**src/port_power_strap_pkg.sv**
```systemverilog
package port_power_strap_pkg;

  localparam int NUM_PORTS = 3;

  // Configuration register offsets
  localparam logic [15:0] DYN_POWER_ADDR = 16'h4134;
  localparam logic [15:0] PORT_MODE_ADDR = 16'h4135;
  localparam logic [15:0] FIXED_CFG_ADDR = 16'h4136;
  localparam logic [15:0] STATUS_ADDR = 16'h4137;

  // Dynamic power configuration values
  localparam logic [7:0] DYN_POWER_RESET = 8'hc1;
  localparam logic [7:0] DYN_POWER_ENABLE = 8'h41;

  // Port mode register fields
  localparam int PORT_MODE_COMBINED_LSB = 0;
  localparam int PORT_MODE_LOCAL_USE_BIT = 3;
  localparam logic [7:0] PORT_MODE_RESET = 8'h00;
  localparam logic [7:0] FIXED_CFG_RESET = 8'h00;

  // Status register fields
  localparam int STATUS_OVERCURRENT_LSB = 0;
  localparam int STATUS_SELF_POWERED_BIT = 3;
  localparam int STATUS_CHARGE_LSB = 4;
  localparam int STATUS_LOCAL_SUPPLY_BIT = 7;

  // Input filter: three flops, second and third must agree
  localparam int SYNC_STAGES = 3;
  localparam int NUM_SYNC_INPUTS = 12;

  // Cycles after reset release before the filtered straps are trusted
  localparam logic [2:0] STRAP_SETTLE_CYCLES = 3'h5;

  typedef enum logic [2:0] {
    ST_CAPTURE = 3'b001,
    ST_CONFIG = 3'b010,
    ST_RUN = 3'b100
  } cfg_state_e;

endpackage : port_power_strap_pkg

```
**src/port_power_strap_control.sv**
```systemverilog
// Behaviour
// - Power enable low removes, high supplies port
// - Combined pin: open-drain enable plus overcurrent sense
// - Charge strap 0 unsupported, 1 supported
// - Straps captured at every reset release, held
// - Local supply sampled in configuration state
// - Power decision fixed unless dynamic switching enabled
// - Dynamic register resets 0xC1, 0x41 enables
// - Local detect in use: fixed straps ignored
// - Local supply low means bus powered
`timescale 1ns/10ps
`default_nettype none

module port_power_strap_control (
  input wire logic sys_clk,
  input wire logic resetn,
  input wire logic port1_power_request,
  input wire logic port2_power_request,
  input wire logic port3_power_request,
  output logic port1_power_enable,
  output logic port2_power_enable,
  output logic port3_power_enable,
  input wire logic port1_combined_ctl_in,
  input wire logic port2_combined_ctl_in,
  input wire logic port3_combined_ctl_in,
  output logic port1_combined_ctl_out,
  output logic port2_combined_ctl_out,
  output logic port3_combined_ctl_out,
  output logic port1_combined_ctl_oe,
  output logic port2_combined_ctl_oe,
  output logic port3_combined_ctl_oe,
  input wire logic port1_overcurrent_sense_n,
  input wire logic port2_overcurrent_sense_n,
  input wire logic port3_overcurrent_sense_n,
  input wire logic port1_charge_support_strap,
  input wire logic port2_charge_support_strap,
  input wire logic port3_charge_support_strap,
  input wire logic [1:0] fixed_device_straps,
  input wire logic local_supply_detect,
  output logic port1_charge_supported,
  output logic port2_charge_supported,
  output logic port3_charge_supported,
  output logic port1_overcurrent_event,
  output logic port2_overcurrent_event,
  output logic port3_overcurrent_event,
  output logic [2:0] port_non_removable,
  output logic self_powered,
  output logic config_done,
  input wire logic [15:0] cfg_addr,
  input wire logic cfg_wr,
  input wire logic cfg_rd,
  input wire logic [7:0] cfg_wdata,
  output logic [7:0] cfg_rdata
);

  ////////////////////////////////////////////////////////////////////////////
  // Input filter

  logic [port_power_strap_pkg::NUM_SYNC_INPUTS-1:0] raw_in;
  logic [port_power_strap_pkg::NUM_SYNC_INPUTS-1:0] filt_reg;

  assign raw_in = {fixed_device_straps, local_supply_detect,
                   port3_charge_support_strap, port2_charge_support_strap,
                   port1_charge_support_strap,
                   port3_overcurrent_sense_n, port2_overcurrent_sense_n,
                   port1_overcurrent_sense_n,
                   port3_combined_ctl_in, port2_combined_ctl_in,
                   port1_combined_ctl_in};

  genvar gi;
  generate
    for (gi = 0; gi < port_power_strap_pkg::NUM_SYNC_INPUTS; gi++) begin : g_sync
      logic [port_power_strap_pkg::SYNC_STAGES-1:0] sync_reg;
      always_ff @(posedge sys_clk or negedge resetn) begin
        if (!resetn) begin
          sync_reg <= '0;
        end else begin
          sync_reg <= {sync_reg[1:0], raw_in[gi]};
        end
      end
      // A change counts only once the second and third stages agree
      always_ff @(posedge sys_clk or negedge resetn) begin
        if (!resetn) begin
          filt_reg[gi] <= 1'b0;
        end else if (sync_reg[1] == sync_reg[2]) begin
          filt_reg[gi] <= sync_reg[2];
        end
      end
    end
  endgenerate

  wire logic [2:0] ctl_in_f = filt_reg[2:0];
  wire logic [2:0] ocs_n_f = filt_reg[5:3];
  wire logic [2:0] charge_strap_f = filt_reg[8:6];
  wire logic local_f = filt_reg[9];
  wire logic [1:0] fixed_f = filt_reg[11:10];

  ////////////////////////////////////////////////////////////////////////////
  // Configuration sequence after reset release

  port_power_strap_pkg::cfg_state_e state_reg;
  logic [2:0] settle_reg;

  always_ff @(posedge sys_clk or negedge resetn) begin
    if (!resetn) begin
      state_reg <= port_power_strap_pkg::ST_CAPTURE;
    end else begin
      case (state_reg)
        port_power_strap_pkg::ST_CAPTURE: begin
          if (settle_reg == port_power_strap_pkg::STRAP_SETTLE_CYCLES) begin
            state_reg <= port_power_strap_pkg::ST_CONFIG;
          end
        end
        port_power_strap_pkg::ST_CONFIG: state_reg <= port_power_strap_pkg::ST_RUN;
        port_power_strap_pkg::ST_RUN: state_reg <= port_power_strap_pkg::ST_RUN;
        default: state_reg <= port_power_strap_pkg::ST_CAPTURE;
      endcase
    end
  end

  always_ff @(posedge sys_clk or negedge resetn) begin
    if (!resetn) begin
      settle_reg <= '0;
    end else if (state_reg == port_power_strap_pkg::ST_CAPTURE) begin
      settle_reg <= settle_reg + 3'h1;
    end
  end

  // Straps are caught once per reset release, so POR and the external
  // reset both come through resetn and both re-capture
  logic [2:0] charge_reg;
  logic [1:0] fixed_reg;

  always_ff @(posedge sys_clk or negedge resetn) begin
    if (!resetn) begin
      charge_reg <= '0;
      fixed_reg <= '0;
    end else if (state_reg == port_power_strap_pkg::ST_CAPTURE &&
                 settle_reg == port_power_strap_pkg::STRAP_SETTLE_CYCLES) begin
      charge_reg <= charge_strap_f;
      fixed_reg <= fixed_f;
    end
  end

  assign {port3_charge_supported, port2_charge_supported,
          port1_charge_supported} = charge_reg;
  assign config_done = (state_reg == port_power_strap_pkg::ST_RUN);

  ////////////////////////////////////////////////////////////////////////////
  // Configuration registers

  logic [7:0] dyn_power_reg;
  logic [7:0] port_mode_reg;
  logic [7:0] fixed_cfg_reg;

  always_ff @(posedge sys_clk or negedge resetn) begin
    if (!resetn) begin
      dyn_power_reg <= port_power_strap_pkg::DYN_POWER_RESET;
      port_mode_reg <= port_power_strap_pkg::PORT_MODE_RESET;
      fixed_cfg_reg <= port_power_strap_pkg::FIXED_CFG_RESET;
    end else if (cfg_wr) begin
      case (cfg_addr)
        port_power_strap_pkg::DYN_POWER_ADDR: dyn_power_reg <= cfg_wdata;
        port_power_strap_pkg::PORT_MODE_ADDR: port_mode_reg <= cfg_wdata;
        port_power_strap_pkg::FIXED_CFG_ADDR: fixed_cfg_reg <= cfg_wdata;
        default: begin end
      endcase
    end
  end

  logic [2:0] combined_mode;

  assign combined_mode = port_mode_reg[port_power_strap_pkg::PORT_MODE_COMBINED_LSB +: 3];
  wire logic local_in_use = port_mode_reg[port_power_strap_pkg::PORT_MODE_LOCAL_USE_BIT];
  // Only the exact enable value switches; anything else stays static
  wire logic dyn_enabled = (dyn_power_reg == port_power_strap_pkg::DYN_POWER_ENABLE);

  ////////////////////////////////////////////////////////////////////////////
  // Power source decision

  logic self_powered_reg;

  always_ff @(posedge sys_clk or negedge resetn) begin
    if (!resetn) begin
      self_powered_reg <= 1'b0;
    end else if (state_reg == port_power_strap_pkg::ST_CONFIG) begin
      self_powered_reg <= local_f;
    end else if (state_reg == port_power_strap_pkg::ST_RUN && dyn_enabled) begin
      self_powered_reg <= local_f;
    end
  end

  assign self_powered = self_powered_reg;

  // Fixed straps decode to a count of non-removable ports from port 1 up
  logic [2:0] strap_non_rem;

  always_comb begin
    case (fixed_reg)
      2'b01: strap_non_rem = 3'b001;
      2'b10: strap_non_rem = 3'b011;
      2'b11: strap_non_rem = 3'b111;
      default: strap_non_rem = 3'b000;
    endcase
  end

  assign port_non_removable = local_in_use ? fixed_cfg_reg[2:0] : strap_non_rem;

  ////////////////////////////////////////////////////////////////////////////
  // Per-port power and over-current

  logic [2:0] enable;
  logic [2:0] oc_reg;
  logic [2:0] oc_event_reg;
  logic [2:0] pin_oe;

  wire logic [2:0] request = {port3_power_request, port2_power_request, port1_power_request};

  generate
    for (gi = 0; gi < port_power_strap_pkg::NUM_PORTS; gi++) begin : g_port
      logic sense_n;
      logic oc_hit;
      logic [port_power_strap_pkg::SYNC_STAGES:0] release_hist_reg;
      // Filter lags a release; sensing early would read power-up as a fault
      assign sense_n = combined_mode[gi] ? (ctl_in_f[gi] | ~&release_hist_reg)
                                         : ocs_n_f[gi];
      assign oc_hit = enable[gi] & ~sense_n;
      // Power stays off until configuration ends so straps read cleanly
      assign enable[gi] = config_done & request[gi] & ~oc_reg[gi];
      // Open drain: pull low to disable, release so the pull-up enables
      assign pin_oe[gi] = combined_mode[gi] & config_done & ~enable[gi];

      always_ff @(posedge sys_clk or negedge resetn) begin
        if (!resetn) begin
          release_hist_reg <= '0;
        end else begin
          release_hist_reg <= {release_hist_reg[port_power_strap_pkg::SYNC_STAGES-1:0],
                               enable[gi]};
        end
      end

      // Latched until the hub drops the request; a new hit wins
      always_ff @(posedge sys_clk or negedge resetn) begin
        if (!resetn) begin
          oc_reg[gi] <= 1'b0;
        end else if (oc_hit) begin
          oc_reg[gi] <= 1'b1;
        end else if (!request[gi]) begin
          oc_reg[gi] <= 1'b0;
        end
      end

      always_ff @(posedge sys_clk or negedge resetn) begin
        if (!resetn) begin
          oc_event_reg[gi] <= 1'b0;
        end else begin
          oc_event_reg[gi] <= oc_hit;
        end
      end
    end
  endgenerate

  assign {port3_power_enable, port2_power_enable, port1_power_enable} = enable;
  assign {port3_combined_ctl_out, port2_combined_ctl_out, port1_combined_ctl_out} = 3'b000;
  assign {port3_combined_ctl_oe, port2_combined_ctl_oe, port1_combined_ctl_oe} = pin_oe;
  assign {port3_overcurrent_event, port2_overcurrent_event,
          port1_overcurrent_event} = oc_event_reg;

  ////////////////////////////////////////////////////////////////////////////
  // Register read

  logic [7:0] status;

  always_comb begin
    status = 8'h00;
    status[port_power_strap_pkg::STATUS_OVERCURRENT_LSB +: 3] = oc_reg;
    status[port_power_strap_pkg::STATUS_SELF_POWERED_BIT] = self_powered_reg;
    status[port_power_strap_pkg::STATUS_CHARGE_LSB +: 3] = charge_reg;
    status[port_power_strap_pkg::STATUS_LOCAL_SUPPLY_BIT] = local_f;
  end

  always_ff @(posedge sys_clk or negedge resetn) begin
    if (!resetn) begin
      cfg_rdata <= 8'h00;
    end else if (cfg_rd) begin
      case (cfg_addr)
        port_power_strap_pkg::DYN_POWER_ADDR: cfg_rdata <= dyn_power_reg;
        port_power_strap_pkg::PORT_MODE_ADDR: cfg_rdata <= port_mode_reg;
        port_power_strap_pkg::FIXED_CFG_ADDR: cfg_rdata <= fixed_cfg_reg;
        port_power_strap_pkg::STATUS_ADDR: cfg_rdata <= status;
        default: cfg_rdata <= 8'h00;
      endcase
    end
  end

endmodule : port_power_strap_control

`default_nettype wire

```
**config.mk**
```make
export PLATFORM = sky130hd
export DESIGN_NAME = port_power_strap_control
export DESIGN_NICKNAME = d
export VERILOG_FILES = /design/src/port_power_strap_pkg.sv /design/src/port_power_strap_control.sv
export SDC_FILE = /design/constraint.sdc
export NUM_CORES = 1
export LEC_CHECK = 0
export BUFFER_PORTS_ARGS = -buffer_cell sky130_fd_sc_hd__buf_4
export CAP_MARGIN = 20
export CORE_MARGIN = 4
export CORE_UTILIZATION = 44
export DETAILED_ROUTE_END_ITERATION = 8
export PLACE_DENSITY = 0.68
export REMOVE_ABC_BUFFERS = 1
export SYNTH_ARGS = -nofsm -noshare
export SYNTH_HDL_FRONTEND = slang
export SYNTH_SLANG_ARGS = --single-unit
```
**constraint.sdc**
```tcl
create_clock -name sys_clk -period 1.65 [get_ports sys_clk]
set_input_delay 0.165 -clock sys_clk [delete_from_list [all_inputs] [get_ports sys_clk]]
set_output_delay 0.165 -clock sys_clk [all_outputs]
set_load 0.005 [all_outputs]
```
==> impl_metrics.env <==
export IMPL_detail_route_antenna_nets=0
export IMPL_grt_pass1_wl_um=11900
export IMPL_port_buffers=67
export IMPL_die_y_um=103
export IMPL_cts_sinks=110
export IMPL_cts_path_max_buffers=2
export IMPL_start_kind="flip-flop"
export IMPL_fin_crit_ns=1.67
export IMPL_cts_root_buffer="clkbuf_8"
export IMPL_relSlewSlack=0.615
export IMPL_fin_ws_ns=-0.0193
export IMPL_cts_clk_slew_worst_paths_ns=0.10
export IMPL_grt_max_degree=44
export IMPL_cts_buffers=9
export IMPL_post_place_ws_ns=-0.213
export IMPL_fin_util=0.578
export IMPL_start_util=0.455
export IMPL_syn_to_final_growth_pct=27.1
export IMPL_busiest_layer="met2"
export IMPL_cts_tree="yes"
export IMPL_fmax_mhz=599
export IMPL_min_path_type="primary input to flip-flop"
export IMPL_avgSynthCellArea_um2=15.6
export IMPL_largest_register_ffs=36
export IMPL_layout_commonest_cell="dfrtp_1"
export IMPL_final_max_slew_viol_count=0
export IMPL_n_antenna_cell=0
export IMPL_post_drt_wl_per_cell_um=15.2
export IMPL_multi_input_area_um2=1160
export IMPL_synthCells=255
export IMPL_clkPwrFrac=0.319
export IMPL_swShare=0.243
export IMPL_clkLatencyLatePin_ns=0.36
export IMPL_io_pin_count=71
export IMPL_drt_iter0_markers=35
export IMPL_yosys_warnings=0
export IMPL_dieArea_um2=10600
export IMPL_coreArea_um2=8760
export IMPL_rows=34
export IMPL_synth_area_um2=3990
export IMPL_synth_seq_area_share=0.692
export IMPL_final_fill_count=702
export IMPL_vias=2294
export IMPL_grt_use_met1=0.187
export IMPL_setup_viol=4
export IMPL_cts_htree_levels=3
export IMPL_nNetsFinal=400
export IMPL_worstPathRequired_ns=1.48
export IMPL_skew_ns=0.00828
export IMPL_crit_path_end_kind="output pin"
export IMPL_cp_data_arrival_time_ns=1.50
export IMPL_period_share=1.01
export IMPL_synthDistinctLibCells=36
export IMPL_status="finished with violations"
export IMPL_ys_seq_elements=110
export IMPL_hold_viol_final=0
export IMPL_p_int_mw=3.63
export IMPL_failed_checks="setup timing"
export IMPL_postRouteWirelength_um=7120
export IMPL_grt_antenna_before_repair=0
export IMPL_firstDrtPassIters=4
export IMPL_ir_drop_mv=0.615
export IMPL_regArea_um2=2760
export IMPL_grt_use_total=0.148
export IMPL_final_cell_mix="dfrtp_1, buf_4, mux2_2"
export IMPL_route_detailed_drc=0
export IMPL_gp_congestion=0.737
export IMPL_use_met3=0.0429
export IMPL_stdcell_area_um2=5060
export IMPL_hpwl_um=5100
export IMPL_grt_use_met2=0.245
export IMPL_combPwrFrac=0.076
export IMPL_power_density_nw_per_um2=947
export IMPL_place_area_um2=4670
export IMPL_path_max_fanout=7
export IMPL_drive_gt1_frac=0.414
export IMPL_finalSetupTns_ns=-0.0519
export IMPL_chipWidth_um=103
export IMPL_worstSetupPathType="flip-flop to output pin"
export IMPL_grt_pass1_vias=2406
export IMPL_maxCapViolations=0
export IMPL_grt_overflow=0
export IMPL_p_sw_mw=1.17
export IMPL_p_leak_nw=2.43
export IMPL_rsz0062_at_grt="true"
export IMPL_tightest_slew_ns=0.578
export IMPL_avgViaCountPerCell=4.90
export IMPL_fin_cells=468
export IMPL_placed_cells=434
export IMPL_seq_power_share=0.606
==> synthesized netlist by cell type <==
cell type | number | area (µm²)
dfrtp_1 | 106 | 2650
mux2_2 | 31 | 349
maj3_1 | 12 | 120
inv_1 | 10 | 37.5
nor2_1 | 10 | 37.5
o21ai_0 | 10 | 50.1
mux4_2 | 8 | 180
nand3_1 | 8 | 40.0
and4b_1 | 5 | 50.1
nand2b_1 | 5 | 31.3
and3_1 | 4 | 25.0
buf_4 | 4 | 30.0
dfstp_2 | 4 | 105
nand2_1 | 4 | 15.0
a21o_1 | 3 | 22.5
a31oi_1 | 3 | 18.8
clkbuf_1 | 3 | 11.3
nor3_1 | 3 | 15.0
nor4b_1 | 3 | 26.3
a21oi_1 | 2 | 10.0
ha_1 | 2 | 25.0
and4bb_1 | 1 | 12.5
buf_1 | 1 | 3.75
buf_2 | 1 | 5.00
buf_6 | 1 | 11.3
conb_1 | 1 | 3.75
mux2i_1 | 1 | 10.0
nand3b_1 | 1 | 7.51
nand4_1 | 1 | 6.26
nand4b_4 | 1 | 23.8
nor3b_1 | 1 | 7.51
or2_2 | 1 | 6.26
or4_1 | 1 | 7.51
or4bb_1 | 1 | 11.3
xnor2_1 | 1 | 8.76
xor2_1 | 1 | 8.76
==> power groups by stage <==
stage / Combinational, mW / Clock (mW) / Sequential, mW
3_5_place_dp: 0.346 / 0 / 2.96
6_report: 0.363 / 1.53 / 2.90
2_1_floorplan: 0.107 / 0 / 2.94
4_1_cts: 0.374 / 1.59 / 2.91
5_1_grt: 0.409 / 1.69 / 2.92
3_3_place_gp: 0.338 / 0 / 2.95
==> repair_timing <==
action	in CTS	in global routing
gates cloned	0	0
setup buffers	4	0
setup endpoints to repair	13	12
hold buffers	14	0
resized for setup	8	0
hold endpoints to repair	46	0
pin swaps	1	1
==> area by class of cell <==
class                      count  share of cell area
clock inverter                 7              0.0136
timing repair buffer          97               0.154
sequential                   110               0.544
inverter                      10             0.00791
tap                          108              0.0267
multi-input combinational    127               0.229
clock buffer                   9              0.0245
==> routing by layer <==
layer,share of wire,routed length [µm]
met3,0.061,433
met1,0.43,3090
met2,0.49,3480
met4,0.017,118
met5,0,0
==> logic make-up after synthesis <==
group / count (synthesis) / share of synthesized area
other cells: 1 / 0.000941
flops: 110 / 0.692
simple gates: 50 / 0.0810
buf+inv: 20 / 0.0248
compound gates: 18 / 0.0254
mux: 40 / 0.135
fa+ha+maj: 14 / 0.0364
xor+xnor: 2 / 0.00440
==> worst max-delay path, cell delays in order, from the launching register on <==
cell and delay (ns):
dfrtp_1 0.39, nand2b_4 0.14, or2_4 0.28, inv_4 0.07
and3_4 0.18, buf_6 0.09
==> metrics by stage <==
stage | hold slack (ns) | power [mW]
finish | 0.0213 | 4.79
detailed placement | 0.205 | 3.31
global placement | 0.194 | 3.29
global route | 0.0154 | 5.02
CTS | 0.00631 | 4.87
floorplan | -0.131 | 3.04
==> path summary, 6_finish.rpt <==
check                                       from                     to  slack, ns  cells after the start
min                          port1_power_request              oc_reg[0]       0.02                      2
min reg2reg                g_sync[7].sync_reg[0]  g_sync[7].sync_reg[1]       0.36                      0
max reg2reg                         state_reg[0]          charge_reg[0]       0.06                      3
max                                 state_reg[1]  port1_combined_ctl_oe      -0.02                      5
min in group asynchronous                 resetn  g_sync[1].sync_reg[0]       0.33                      2
max in group asynchronous                 resetn  g_sync[3].sync_reg[2]       0.71                      3
Note: power is estimated with default switching activity, not from simulation.
